### src/hdl/pin_mux_pkg.sv
// Constants, field layouts and carrier types for the pin selection block.
// Assumes an APB master with 32-bit data and a memory controller nearby.
// How it works
// - Select bit one picks general I/O role
// - Request/grant select reset 0, slow clock 1
// - Grant asserted floats all memory bus outputs
// - Request first, grant next, release with grant
// - Reserved pins get no logic at all
package pin_mux_pkg;

  localparam int DATA_W = 32;

  // Register byte offsets
  localparam logic [7:0] OFS_ROLE = 8'h00; // pin_role_select
  localparam logic [7:0] OFS_CTRL = 8'h04; // arbitration control
  localparam logic [7:0] OFS_GOUT = 8'h08; // general I/O output values
  localparam logic [7:0] OFS_GOE  = 8'h0C; // general I/O output enables
  localparam logic [7:0] OFS_GIN  = 8'h10; // general I/O pin levels
  localparam logic [7:0] OFS_STAT = 8'h14; // arbitration status

  // Multiplexed pins handled here, general I/O bits 25 to 27
  localparam int MUX_BASE  = 25;
  localparam int NUM_MUX   = 3;
  localparam int IDX_SLOW  = 0;  // buffered_slow_clock_out, bit 25
  localparam int IDX_GRANT = 1;  // bus_grant_n, bit 26
  localparam int IDX_REQ   = 2;  // bus_request_n, bit 27

  localparam logic [31:0] ROLE_SEL_RST = 32'h0200_0000;
  localparam logic [31:0] MUX_MASK     = 32'h0E00_0000;
  localparam logic [31:0] CTRL_RST     = 32'h0000_0001;
  localparam logic [31:0] CTRL_MASK    = 32'h0000_0001;
  localparam int CTRL_ARB_EN  = 0;
  localparam int STAT_GRANT   = 0;
  localparam int STAT_REQ     = 1;

  // Memory interface strobes released during bus arbitration
  typedef struct packed {
    logic       ale;
    logic       rd_n;
    logic       wr_n;
    logic [3:0] col_strobe_n;
    logic [1:0] row_strobe_n;
    logic       mem_chip_sel0_n;
    logic       mem_clk_en;
    logic       mem_clk_out;
    logic       upper_byte_mask;
    logic       lower_byte_mask;
  } mem_ctl_s;

  localparam int MEM_CTL_W = $bits(mem_ctl_s);

  // One multiplexed pin as seen from the functions behind it
  typedef struct packed {
    logic std_out;
    logic std_oe;
    logic gpio_out;
    logic gpio_oe;
  } pin_drive_s;

endpackage

### src/hdl/pin_function_select_and_bus_release.sv
// Pin role selection for bits 25 to 27 and memory bus release on grant.
// Assumes an APB master on pclk and a memory controller that reports idle.
//
// Register access over APB and the address map were chosen for this implementation.
`timescale 1ns/1ps
module pin_function_select_and_bus_release
  import pin_mux_pkg::*;
#(
  parameter int ADDR_W = 8                     // APB address width
) (
  input  wire logic              pclk,           // System clock, 250 MHz
  input  wire logic              presetn,        // Async reset, active low
  input  wire logic [ADDR_W-1:0] paddr,          // APB address
  input  wire logic              psel,           // APB select
  input  wire logic              penable,        // APB enable
  input  wire logic              pwrite,         // APB direction
  input  wire logic [DATA_W-1:0] pwdata,         // APB write data
  output logic      [DATA_W-1:0] prdata,         // APB read data
  output logic                   pready,         // APB ready
  output logic                   pslverr,        // APB error, unmapped
  input  wire mem_ctl_s          mem_ctl,        // Controller strobes
  input  wire logic [DATA_W-1:0] mem_data_out,   // Controller write data
  input  wire logic              mem_data_oe,    // Controller drives data
  input  wire logic              mem_idle,       // Controller between cycles
  output logic      [DATA_W-1:0] mem_data_in,    // Registered data pads
  output logic                   bus_granted,    // Bus handed to far master
  input  wire logic              slow_clk_in,    // 32 kHz clock to buffer
  input  wire logic [DATA_W-1:0] data_pin_i,     // Data pad inputs
  output logic      [DATA_W-1:0] data_pin_o,     // Data pad outputs
  output logic                   data_pin_oe,    // Data pad enable
  output mem_ctl_s               ctl_pin_o,      // Strobe pad outputs
  output logic                   ctl_pin_oe,     // Strobe pad enable
  input  wire logic [NUM_MUX-1:0] mux_pin_i,     // Pins 25..27 inputs
  output logic      [NUM_MUX-1:0] mux_pin_o,     // Pins 25..27 outputs
  output logic      [NUM_MUX-1:0] mux_pin_oe     // Pins 25..27 enables
);

  localparam logic [ADDR_W-1:0] ALIGN_MASK = ADDR_W'(3);

  logic [DATA_W-1:0] role_q, role_d;
  logic [DATA_W-1:0] ctrl_q, ctrl_d;
  logic [DATA_W-1:0] gout_q, gout_d;
  logic [DATA_W-1:0] goe_q,  goe_d;
  logic [DATA_W-1:0] prdata_d;
  logic              pready_d;
  logic              pslverr_d;
  logic [DATA_W-1:0] mem_data_in_d;
  logic              grant_q, grant_d;
  logic              setup_ph;
  logic              wr_commit;
  logic              mapped;
  logic [DATA_W-1:0] gin_word;
  logic [DATA_W-1:0] stat_word;
  logic              req_active;
  logic [NUM_MUX-1:0] std_in;
  logic [NUM_MUX-1:0] gpio_in;
  pin_drive_s        drv [NUM_MUX];
  logic [MEM_CTL_W-1:0] ctl_bits;

  // Address decode; misaligned addresses count as unmapped
  always_comb begin
    setup_ph  = psel & ~penable;
    wr_commit = psel & penable & pready & pwrite;
    mapped    = ((paddr & ALIGN_MASK) == '0) &&
                (paddr[7:0] == OFS_ROLE || paddr[7:0] == OFS_CTRL ||
                 paddr[7:0] == OFS_GOUT || paddr[7:0] == OFS_GOE  ||
                 paddr[7:0] == OFS_GIN  || paddr[7:0] == OFS_STAT);
  end

  // Pin levels and state visible to software; unused bits read zero
  always_comb begin
    gin_word  = '0;
    stat_word = '0;
    gin_word[MUX_BASE +: NUM_MUX] = gpio_in;
    stat_word[STAT_GRANT] = grant_q;
    stat_word[STAT_REQ]   = req_active;
  end

  // Register file next state; a write lands at the access edge only
  always_comb begin
    role_d = role_q;
    ctrl_d = ctrl_q;
    gout_d = gout_q;
    goe_d  = goe_q;
    if (wr_commit && mapped) begin
      case (paddr[7:0])
        OFS_ROLE: role_d = pwdata & MUX_MASK;
        OFS_CTRL: ctrl_d = pwdata & CTRL_MASK;
        OFS_GOUT: gout_d = pwdata & MUX_MASK;
        OFS_GOE:  goe_d  = pwdata & MUX_MASK;
        default: begin
        end
      endcase
    end
  end

  // Read data is prepared in the setup cycle so pready needs no wait state
  always_comb begin
    prdata_d  = '0;
    pready_d  = setup_ph;
    pslverr_d = setup_ph & ~mapped;
    if (setup_ph && !pwrite && mapped) begin
      case (paddr[7:0])
        OFS_ROLE: prdata_d = role_q;
        OFS_CTRL: prdata_d = ctrl_q;
        OFS_GOUT: prdata_d = gout_q;
        OFS_GOE:  prdata_d = goe_q;
        OFS_GIN:  prdata_d = gin_word;
        OFS_STAT: prdata_d = stat_word;
        default:  prdata_d = '0;
      endcase
    end
  end

  // Register file and bus answer flops
  always_ff @(posedge pclk or negedge presetn) begin
    if (!presetn) begin
      role_q  <= ROLE_SEL_RST;
      ctrl_q  <= CTRL_RST;
      gout_q  <= '0;
      goe_q   <= '0;
      prdata  <= '0;
      pready  <= 1'b0;
      pslverr <= 1'b0;
    end else begin
      role_q  <= role_d;
      ctrl_q  <= ctrl_d;
      gout_q  <= gout_d;
      goe_q   <= goe_d;
      prdata  <= prdata_d;
      pready  <= pready_d;
      pslverr <= pslverr_d;
    end
  end

  // Standard and general I/O drive for each multiplexed pin
  always_comb begin
    for (int i = 0; i < NUM_MUX; i++) begin
      drv[i].gpio_out = gout_q[MUX_BASE + i];
      drv[i].gpio_oe  = goe_q[MUX_BASE + i];
    end
    drv[IDX_SLOW].std_out  = slow_clk_in;
    drv[IDX_SLOW].std_oe   = 1'b1;
    drv[IDX_GRANT].std_out = ~grant_d;
    drv[IDX_GRANT].std_oe  = 1'b1;
    drv[IDX_REQ].std_out   = 1'b1;
    drv[IDX_REQ].std_oe    = 1'b0;                   // Request is an input
  end

  genvar g;
  generate
    for (g = 0; g < NUM_MUX; g++) begin : g_mux
      pin_role_cell #(
        .STD_IDLE (1'b1)
      ) u_cell (
        .clk      (pclk),
        .rst_n    (presetn),
        .role_sel (role_q[MUX_BASE + g]),
        .drv      (drv[g]),
        .pin_i    (mux_pin_i[g]),
        .pin_o    (mux_pin_o[g]),
        .pin_oe   (mux_pin_oe[g]),
        .std_in   (std_in[g]),
        .gpio_in  (gpio_in[g])
      );
    end
  endgenerate

  // Arbitration: grant only when both pins are in standard role.
  // A new grant waits for the controller to be idle so no cycle is cut.
  always_comb begin
    req_active = ~std_in[IDX_REQ];
    grant_d = req_active &&
              !role_q[MUX_BASE + IDX_REQ] &&
              !role_q[MUX_BASE + IDX_GRANT] &&
              (grant_q || (ctrl_q[CTRL_ARB_EN] && mem_idle));
    mem_data_in_d = data_pin_i;
  end

  // Grant state and captured data pads
  always_ff @(posedge pclk or negedge presetn) begin
    if (!presetn) begin
      grant_q     <= 1'b0;
      bus_granted <= 1'b0;
      mem_data_in <= '0;
    end else begin
      grant_q     <= grant_d;
      bus_granted <= grant_d;
      mem_data_in <= mem_data_in_d;
    end
  end

  // Memory bus output stages float together with the grant edge
  bus_release_gate #(
    .W (DATA_W)
  ) u_data_gate (
    .clk       (pclk),
    .rst_n     (presetn),
    .val       (mem_data_out),
    .oe_req    (mem_data_oe),
    .release_d (grant_d),
    .pin_o     (data_pin_o),
    .pin_oe    (data_pin_oe)
  );

  bus_release_gate #(
    .W (MEM_CTL_W)
  ) u_ctl_gate (
    .clk       (pclk),
    .rst_n     (presetn),
    .val       (mem_ctl),
    .oe_req    (1'b1),
    .release_d (grant_d),
    .pin_o     (ctl_bits),
    .pin_oe    (ctl_pin_oe)
  );

  // Strobe group regains its struct shape at the pads
  assign ctl_pin_o = mem_ctl_s'(ctl_bits);

  // While granted, no memory bus pad is driven
  grant_hiz_a: assert property (
    @(posedge pclk) disable iff (!presetn)
    grant_q |-> (!ctl_pin_oe && !data_pin_oe))
    else $error("memory bus driven while granted");

  // Strobes are driven whenever the bus is ours after reset
  own_bus_drive_a: assert property (
    @(posedge pclk) disable iff (!presetn)
    (!grant_q && $past(presetn)) |-> ctl_pin_oe)
    else $error("strobes floated without a grant");

  // A grant rises only in answer to a request
  grant_cause_a: assert property (
    @(posedge pclk) disable iff (!presetn)
    $rose(grant_q) |-> $past(req_active) && $past(mem_idle))
    else $error("grant raised without request");

  // Grant pad shows the grant in the same cycle
  grant_pin_a: assert property (
    @(posedge pclk) disable iff (!presetn)
    (grant_q && !role_q[MUX_BASE + IDX_GRANT])
      |-> (!mux_pin_o[IDX_GRANT] && mux_pin_oe[IDX_GRANT]))
    else $error("grant pad not low while granted");

  // Dropping the request ends the grant and drives the strobes again
  // at the same edge; a regrant may follow at once, so look no further
  grant_drop_a: assert property (
    @(posedge pclk) disable iff (!presetn)
    (grant_q && !req_active) |=> (!grant_q && ctl_pin_oe))
    else $error("grant held after request left");

  // Reset leaves the slow clock pin in I/O role, bus pins standard
  role_reset_a: assert property (
    @(posedge pclk)
    $rose(presetn) |-> (role_q == ROLE_SEL_RST))
    else $error("role select reset value wrong");

  // In I/O role the pad follows the general output register
  role_route_a: assert property (
    @(posedge pclk) disable iff (!presetn)
    ($past(role_q[MUX_BASE + IDX_SLOW]) && $past(presetn))
      |-> (mux_pin_o[IDX_SLOW] == $past(gout_q[MUX_BASE + IDX_SLOW])))
    else $error("slow clock pad not routed to general output");

  // In standard role the slow clock pad follows its source
  slow_std_route_a: assert property (
    @(posedge pclk) disable iff (!presetn)
    (!$past(role_q[MUX_BASE + IDX_SLOW]) && $past(presetn))
      |-> (mux_pin_o[IDX_SLOW] == $past(slow_clk_in)))
    else $error("slow clock pad not routed to its source");

  // Grant pad in I/O role takes its enable from the general register
  grant_io_route_a: assert property (
    @(posedge pclk) disable iff (!presetn)
    ($past(role_q[MUX_BASE + IDX_GRANT]) && $past(presetn))
      |-> (mux_pin_oe[IDX_GRANT] == $past(goe_q[MUX_BASE + IDX_GRANT])))
    else $error("grant pad enable not from general register");

  // Request pad is an input in standard role, never driven
  req_pin_input_a: assert property (
    @(posedge pclk) disable iff (!presetn)
    (!$past(role_q[MUX_BASE + IDX_REQ]) && $past(presetn))
      |-> !mux_pin_oe[IDX_REQ])
    else $error("request pad driven in standard role");

  // Reserved pins own no storage bits at all
  reserved_zero_a: assert property (
    @(posedge pclk) disable iff (!presetn)
    (((role_q | gout_q | goe_q) & ~MUX_MASK) == '0))
    else $error("reserved pin bit holds a value");

  // Either arbitration pin in I/O role blocks the grant
  io_role_block_a: assert property (
    @(posedge pclk) disable iff (!presetn)
    (role_q[MUX_BASE + IDX_REQ] || role_q[MUX_BASE + IDX_GRANT])
      |=> !grant_q)
    else $error("grant given with a pin in I/O role");

  // With arbitration disabled no new grant starts
  arb_off_block_a: assert property (
    @(posedge pclk) disable iff (!presetn)
    (!grant_q && !ctrl_q[CTRL_ARB_EN]) |=> !grant_q)
    else $error("grant started while arbitration off");

  // Role writes keep only the implemented pin bits
  role_write_a: assert property (
    @(posedge pclk) disable iff (!presetn)
    (wr_commit && paddr[7:0] == OFS_ROLE)
      |=> (role_q == ($past(pwdata) & MUX_MASK)))
    else $error("role write not stored or reserved bit kept");

endmodule // pin_function_select_and_bus_release

### src/hdl/pin_role_cell.sv
// One multiplexed pin: steers pad drive between standard and general I/O.
// Assumes the pad input is synchronous to pclk.
`timescale 1ns/1ps
module pin_role_cell
  import pin_mux_pkg::*;
#(
  parameter logic STD_IDLE = 1'b1    // Standard input level in I/O role
) (
  input  wire logic       clk,       // System clock
  input  wire logic       rst_n,     // Asynchronous reset, active low
  input  wire logic       role_sel,  // 1 = general I/O role, 0 = standard
  input  wire pin_drive_s drv,       // Drive requests from both functions
  input  wire logic       pin_i,     // Pad input level
  output logic            pin_o,     // Pad output value
  output logic            pin_oe,    // Pad output enable, high drives
  output logic            std_in,    // Input seen by the standard function
  output logic            gpio_in    // Input seen by general I/O
);

  logic pin_o_d;
  logic pin_oe_d;

  // Select the owner of the pad
  always_comb begin
    pin_o_d  = role_sel ? drv.gpio_out : drv.std_out;
    pin_oe_d = role_sel ? drv.gpio_oe  : drv.std_oe;
    std_in   = role_sel ? STD_IDLE : pin_i;
    gpio_in  = pin_i;
  end

  // Pad drive is registered so the pin is glitch free
  always_ff @(posedge clk or negedge rst_n) begin
    if (!rst_n) begin
      pin_o  <= 1'b1;
      pin_oe <= 1'b0;
    end else begin
      pin_o  <= pin_o_d;
      pin_oe <= pin_oe_d;
    end
  end

endmodule // pin_role_cell

### src/hdl/bus_release_gate.sv
// Registered output stage that floats a group of bus pins on request.
// Assumes the release input is the next-cycle grant state.
`timescale 1ns/1ps
module bus_release_gate #(
  parameter int W = 32                  // Width of the pin group
) (
  input  wire logic         clk,        // System clock
  input  wire logic         rst_n,      // Asynchronous reset, active low
  input  wire logic [W-1:0] val,        // Values from the memory controller
  input  wire logic         oe_req,     // Controller wants to drive
  input  wire logic         release_d,  // Float the group from next edge
  output logic      [W-1:0] pin_o,      // Pad output values
  output logic              pin_oe      // Pad output enable, high drives
);

  logic [W-1:0] pin_o_d;
  logic         pin_oe_d;

  // Release overrides any drive request
  always_comb begin
    pin_o_d  = val;
    pin_oe_d = oe_req & ~release_d;
  end

  // Same edge as the grant flop, so no cycle of overlap
  always_ff @(posedge clk or negedge rst_n) begin
    if (!rst_n) begin
      pin_o  <= '0;
      pin_oe <= 1'b0;
    end else begin
      pin_o  <= pin_o_d;
      pin_oe <= pin_oe_d;
    end
  end

endmodule // bus_release_gate

### config.mk
export PLATFORM = sky130hd
export DESIGN_NAME = pin_function_select_and_bus_release
export DESIGN_NICKNAME = d
export VERILOG_FILES = /design/src/hdl/pin_mux_pkg.sv /design/src/hdl/pin_function_select_and_bus_release.sv /design/src/hdl/pin_role_cell.sv /design/src/hdl/bus_release_gate.sv
export SDC_FILE = /design/constraint.sdc
export NUM_CORES = 1
export LEC_CHECK = 0
export BUFFER_PORTS_ARGS = -buffer_cell sky130_fd_sc_hd__buf_2
export CAP_MARGIN = 5
export CORE_MARGIN = 3
export CORE_UTILIZATION = 40
export DETAILED_ROUTE_END_ITERATION = 8
export GPL_TIMING_DRIVEN = 0
export PLACE_DENSITY = 0.8
export SYNTH_ARGS = -nofsm -noshare
export SYNTH_HDL_FRONTEND = slang
export SYNTH_SLANG_ARGS = --single-unit
### constraint.sdc
create_clock -name pclk -period 1.77 [get_ports pclk]
set_input_delay 0.354 -clock pclk [delete_from_list [all_inputs] [get_ports pclk]]
set_output_delay 0.354 -clock pclk [all_outputs]
set_load 0.03 [all_outputs]
==> metrics.txt <==
status finished clean; Cells on Worst Hold Path 1; CTS Buf Count 9; arrival time worst endpoint 1890 ps; total number of vias 2337; DRT Wirelength 8755 µm; H-tree depth 3; pre-CTS WS -196.1 ps; leakage 2.532 nW; R2R setup slack 250 ps; fraction of layout cells with a size suffix above 1 60.68%; Setup violations, final 0; worst setup margin 125.5 ps; initial antenna violation count 0; Worst Clk Skew 7.583 ps; synthesized cell area 3367 µm²; P&R area growth vs syn 41.58%; starting density of the core 42.47%; vias in the first global route 2459; worst hold margin 99.06 ps; Avg Cell Area, Syn 16.50 µm²; placed wire-length estimate 7039 µm; Remaining DRCs 0; unrepaired setup endpoints after global routing no; clk sink count 104; Yosys cell types 27; maximum fanout along the worst path 7; number of vias per cell 4.312; Synth area leader dfrtp_1; core area 7928 µm²; worst slew pin tran 762.8 ps; HP Class in2reg; CTS tree yes; Worst Hold Path EP u_data_gate.pin_o[21]; final slew viol count 0; startpoint types input port; most frequent cell after synthesis dfrtp_1; FFs w/ async S/R, synth 100.0%; die area 9554 µm²; Post-synth EDFFs 0; port bufs 193; ANT cells 0; Setup TNS Final 0 ps; Final min period 1645 ps; CP Capture Type flop; PwrDens 932.4 nW/µm²; worst path required time 2010 ps; Clk pin slew, worst setup/hold paths 100 ps; Root Driver clkbuf_8; io pins 250; FF-to-FF End goe_q[27]; number of synthesized register bits 104; total of max-cap violations 0; pin count of the biggest net entering global routing 70; post-cts sizing count 0; register area share after synthesis 77.48%; ys flop type dfrtp_1; die height 97.75 µm; Peak Freq 608.1 MHz; WL/cell 16.15 µm; Placer Congestion 0.8080; FF-to-FF Start pready; worst skew pair latency 350 ps; post-route clock period utilization 92.91%; initial drt markers 52; crit path kind in2reg; total track usage 18.44%; cell count after synthesis 204; Yosys warning total 0; gr ovfl total 0; min-delay src mem_data_out[21]; drt pass-1 iters 4; worst IR drop on VDD 0.4017 mV; ranking of synthesized cells by area dfrtp_1 74%, buf_4 7.4%, mux2_2 5.4%; final net count 565; FP Rows 32; worst-case reg-to-reg path depth 3; Clock Tree Buf Depth 2; global-route wire length before repair 13460 µm; final hold vios 0; worst rel slew slack 48.43%; antenna viol nets, final 0; share of the synthesized area in the top cell type 73.58%; die width 97.75 µm; Post-synth top cells 99 x dfrtp_1, 33 x buf_4, 16 x mux2_2
metrics by stage:
| step | util, % | area (µm²) | power [mW] | instances |
|---|---|---|---|---|
| after global routing | 60.13 | 4767 | 4.637 | 542 |
| after detailed placement | 57.88 | 4588 | 3.190 | 526 |
| final | 60.13 | 4767 | 4.445 | 542 |
| after floorplan | - | 3465 | 2.901 | 230 |
| after CTS | 60.13 | 4767 | 4.494 | 542 |
| after global placement | 57.50 | 4558 | 3.161 | 525 |
cell usage in the layout (no fill, tap or decap):
cell	synthesis	layout
buf_2	0	192
dfrtp_1	99	99
buf_4	33	34
conb_1	1	27
mux2_2	16	16
clkbuf_8	0	9
nand3_1	6	6
a21oi_1	5	5
dfstp_2	5	5
nor3_1	4	4
nand2_1	4	4
nand4_1	4	4
nand2b_1	4	4
inv_1	3	3
nor2_1	3	3
nor4b_1	2	2
nor4_1	2	2
nor4_4	2	2
clkinv_2	0	2
clkinvlp_4	0	2
clkbuf_1	1	1
buf_6	1	1
nor3b_1	1	1
mux2i_1	1	1
a311oi_1	1	1
and2_1	1	1
nor2b_1	1	1
or3_1	1	1
or3_4	1	1
mux2_1	1	1
and4_1	1	1
inv_6	0	1
inv_8	0	1
dlygate4sd3_1	0	1
buf_16	0	1
power by group:
| part | total [mW] | switching, mW | internal [mW] |
|---|---|---|---|
| clock | 1.31 | 0.792 | 0.514 |
| sequential | 2.49 | 0.0250 | 2.47 |
| combinational | 0.644 | 0.435 | 0.209 |
| total | 4.44 | 1.25 | 3.19 |
cell families after synthesis:
logic type | Yosys count | synth area share (%)
buffers and inverters | 38 | 8.138
AND/OR/NAND/NOR | 37 | 7.284
AO/OA/AOI/OAI | 6 | 1.003
flip-flops | 104 | 77.48
other | 1 | 0.1114
multiplexers | 18 | 5.983
sequential cells by signal, indices dropped and copies added, names as in the netlist:
name and cells:
ctrl_q 1, g_mux.u_cell.pin_o 3, g_mux.u_cell.pin_oe 3, goe_q 3
gout_q 3, grant_q 1, mem_data_in 32, prdata 5
pready 1, pslverr 1, role_q 3, u_ctl_gate.pin_o 14
u_ctl_gate.pin_oe 1, u_data_gate.pin_o 32, u_data_gate.pin_oe 1
what timing repair did:
item                                   in CTS  in global routing
setup buffers                               0                  0
endpoints found under the hold margin      30                  0
hold buffers                                1                  0
final cells by class:
| class | count | area [µm²] |
|---|---|---|
| well taps | 102 | 127.6 |
| clock inverters | 6 | 45.04 |
| inverters | 3 | 11.26 |
| multi-input cells | 88 | 581.8 |
| clock buffers | 9 | 123.9 |
| fillers | 663 | 3161 |
| repair buffers | 195 | 1006 |
| flip-flops and latches | 104 | 2609 |
| plain buffers | 35 | 262.8 |
routing by layer:
layer | share of wire, % | track usage (%)
met5 | 0 | 0
met2 | 55 | 33.42
met4 | 1.9 | 6.922
met1 | 36 | 20.67
met3 | 7.3 | 5.071
critical path: stages:
cell     delay [ps]
buf_2           150
nor4_1          680
nand4_1         350
mux2_2          360
worst max path at each step:
stage	startpoint	end	slack (ps)	cells past startpoint
after floorplan	paddr[4]	goe_q[25]	100	4
after global placement	presetn	u_ctl_gate.pin_o[13]	-620	1
after detailed placement	paddr[2]	role_q[27]	-200	4
after CTS	paddr[2]	role_q[27]	190	4
after global routing	paddr[2]	role_q[27]	7	4
final	paddr[2]	role_q[27]	130	4
Note: power is estimated with default switching activity, not from simulation.
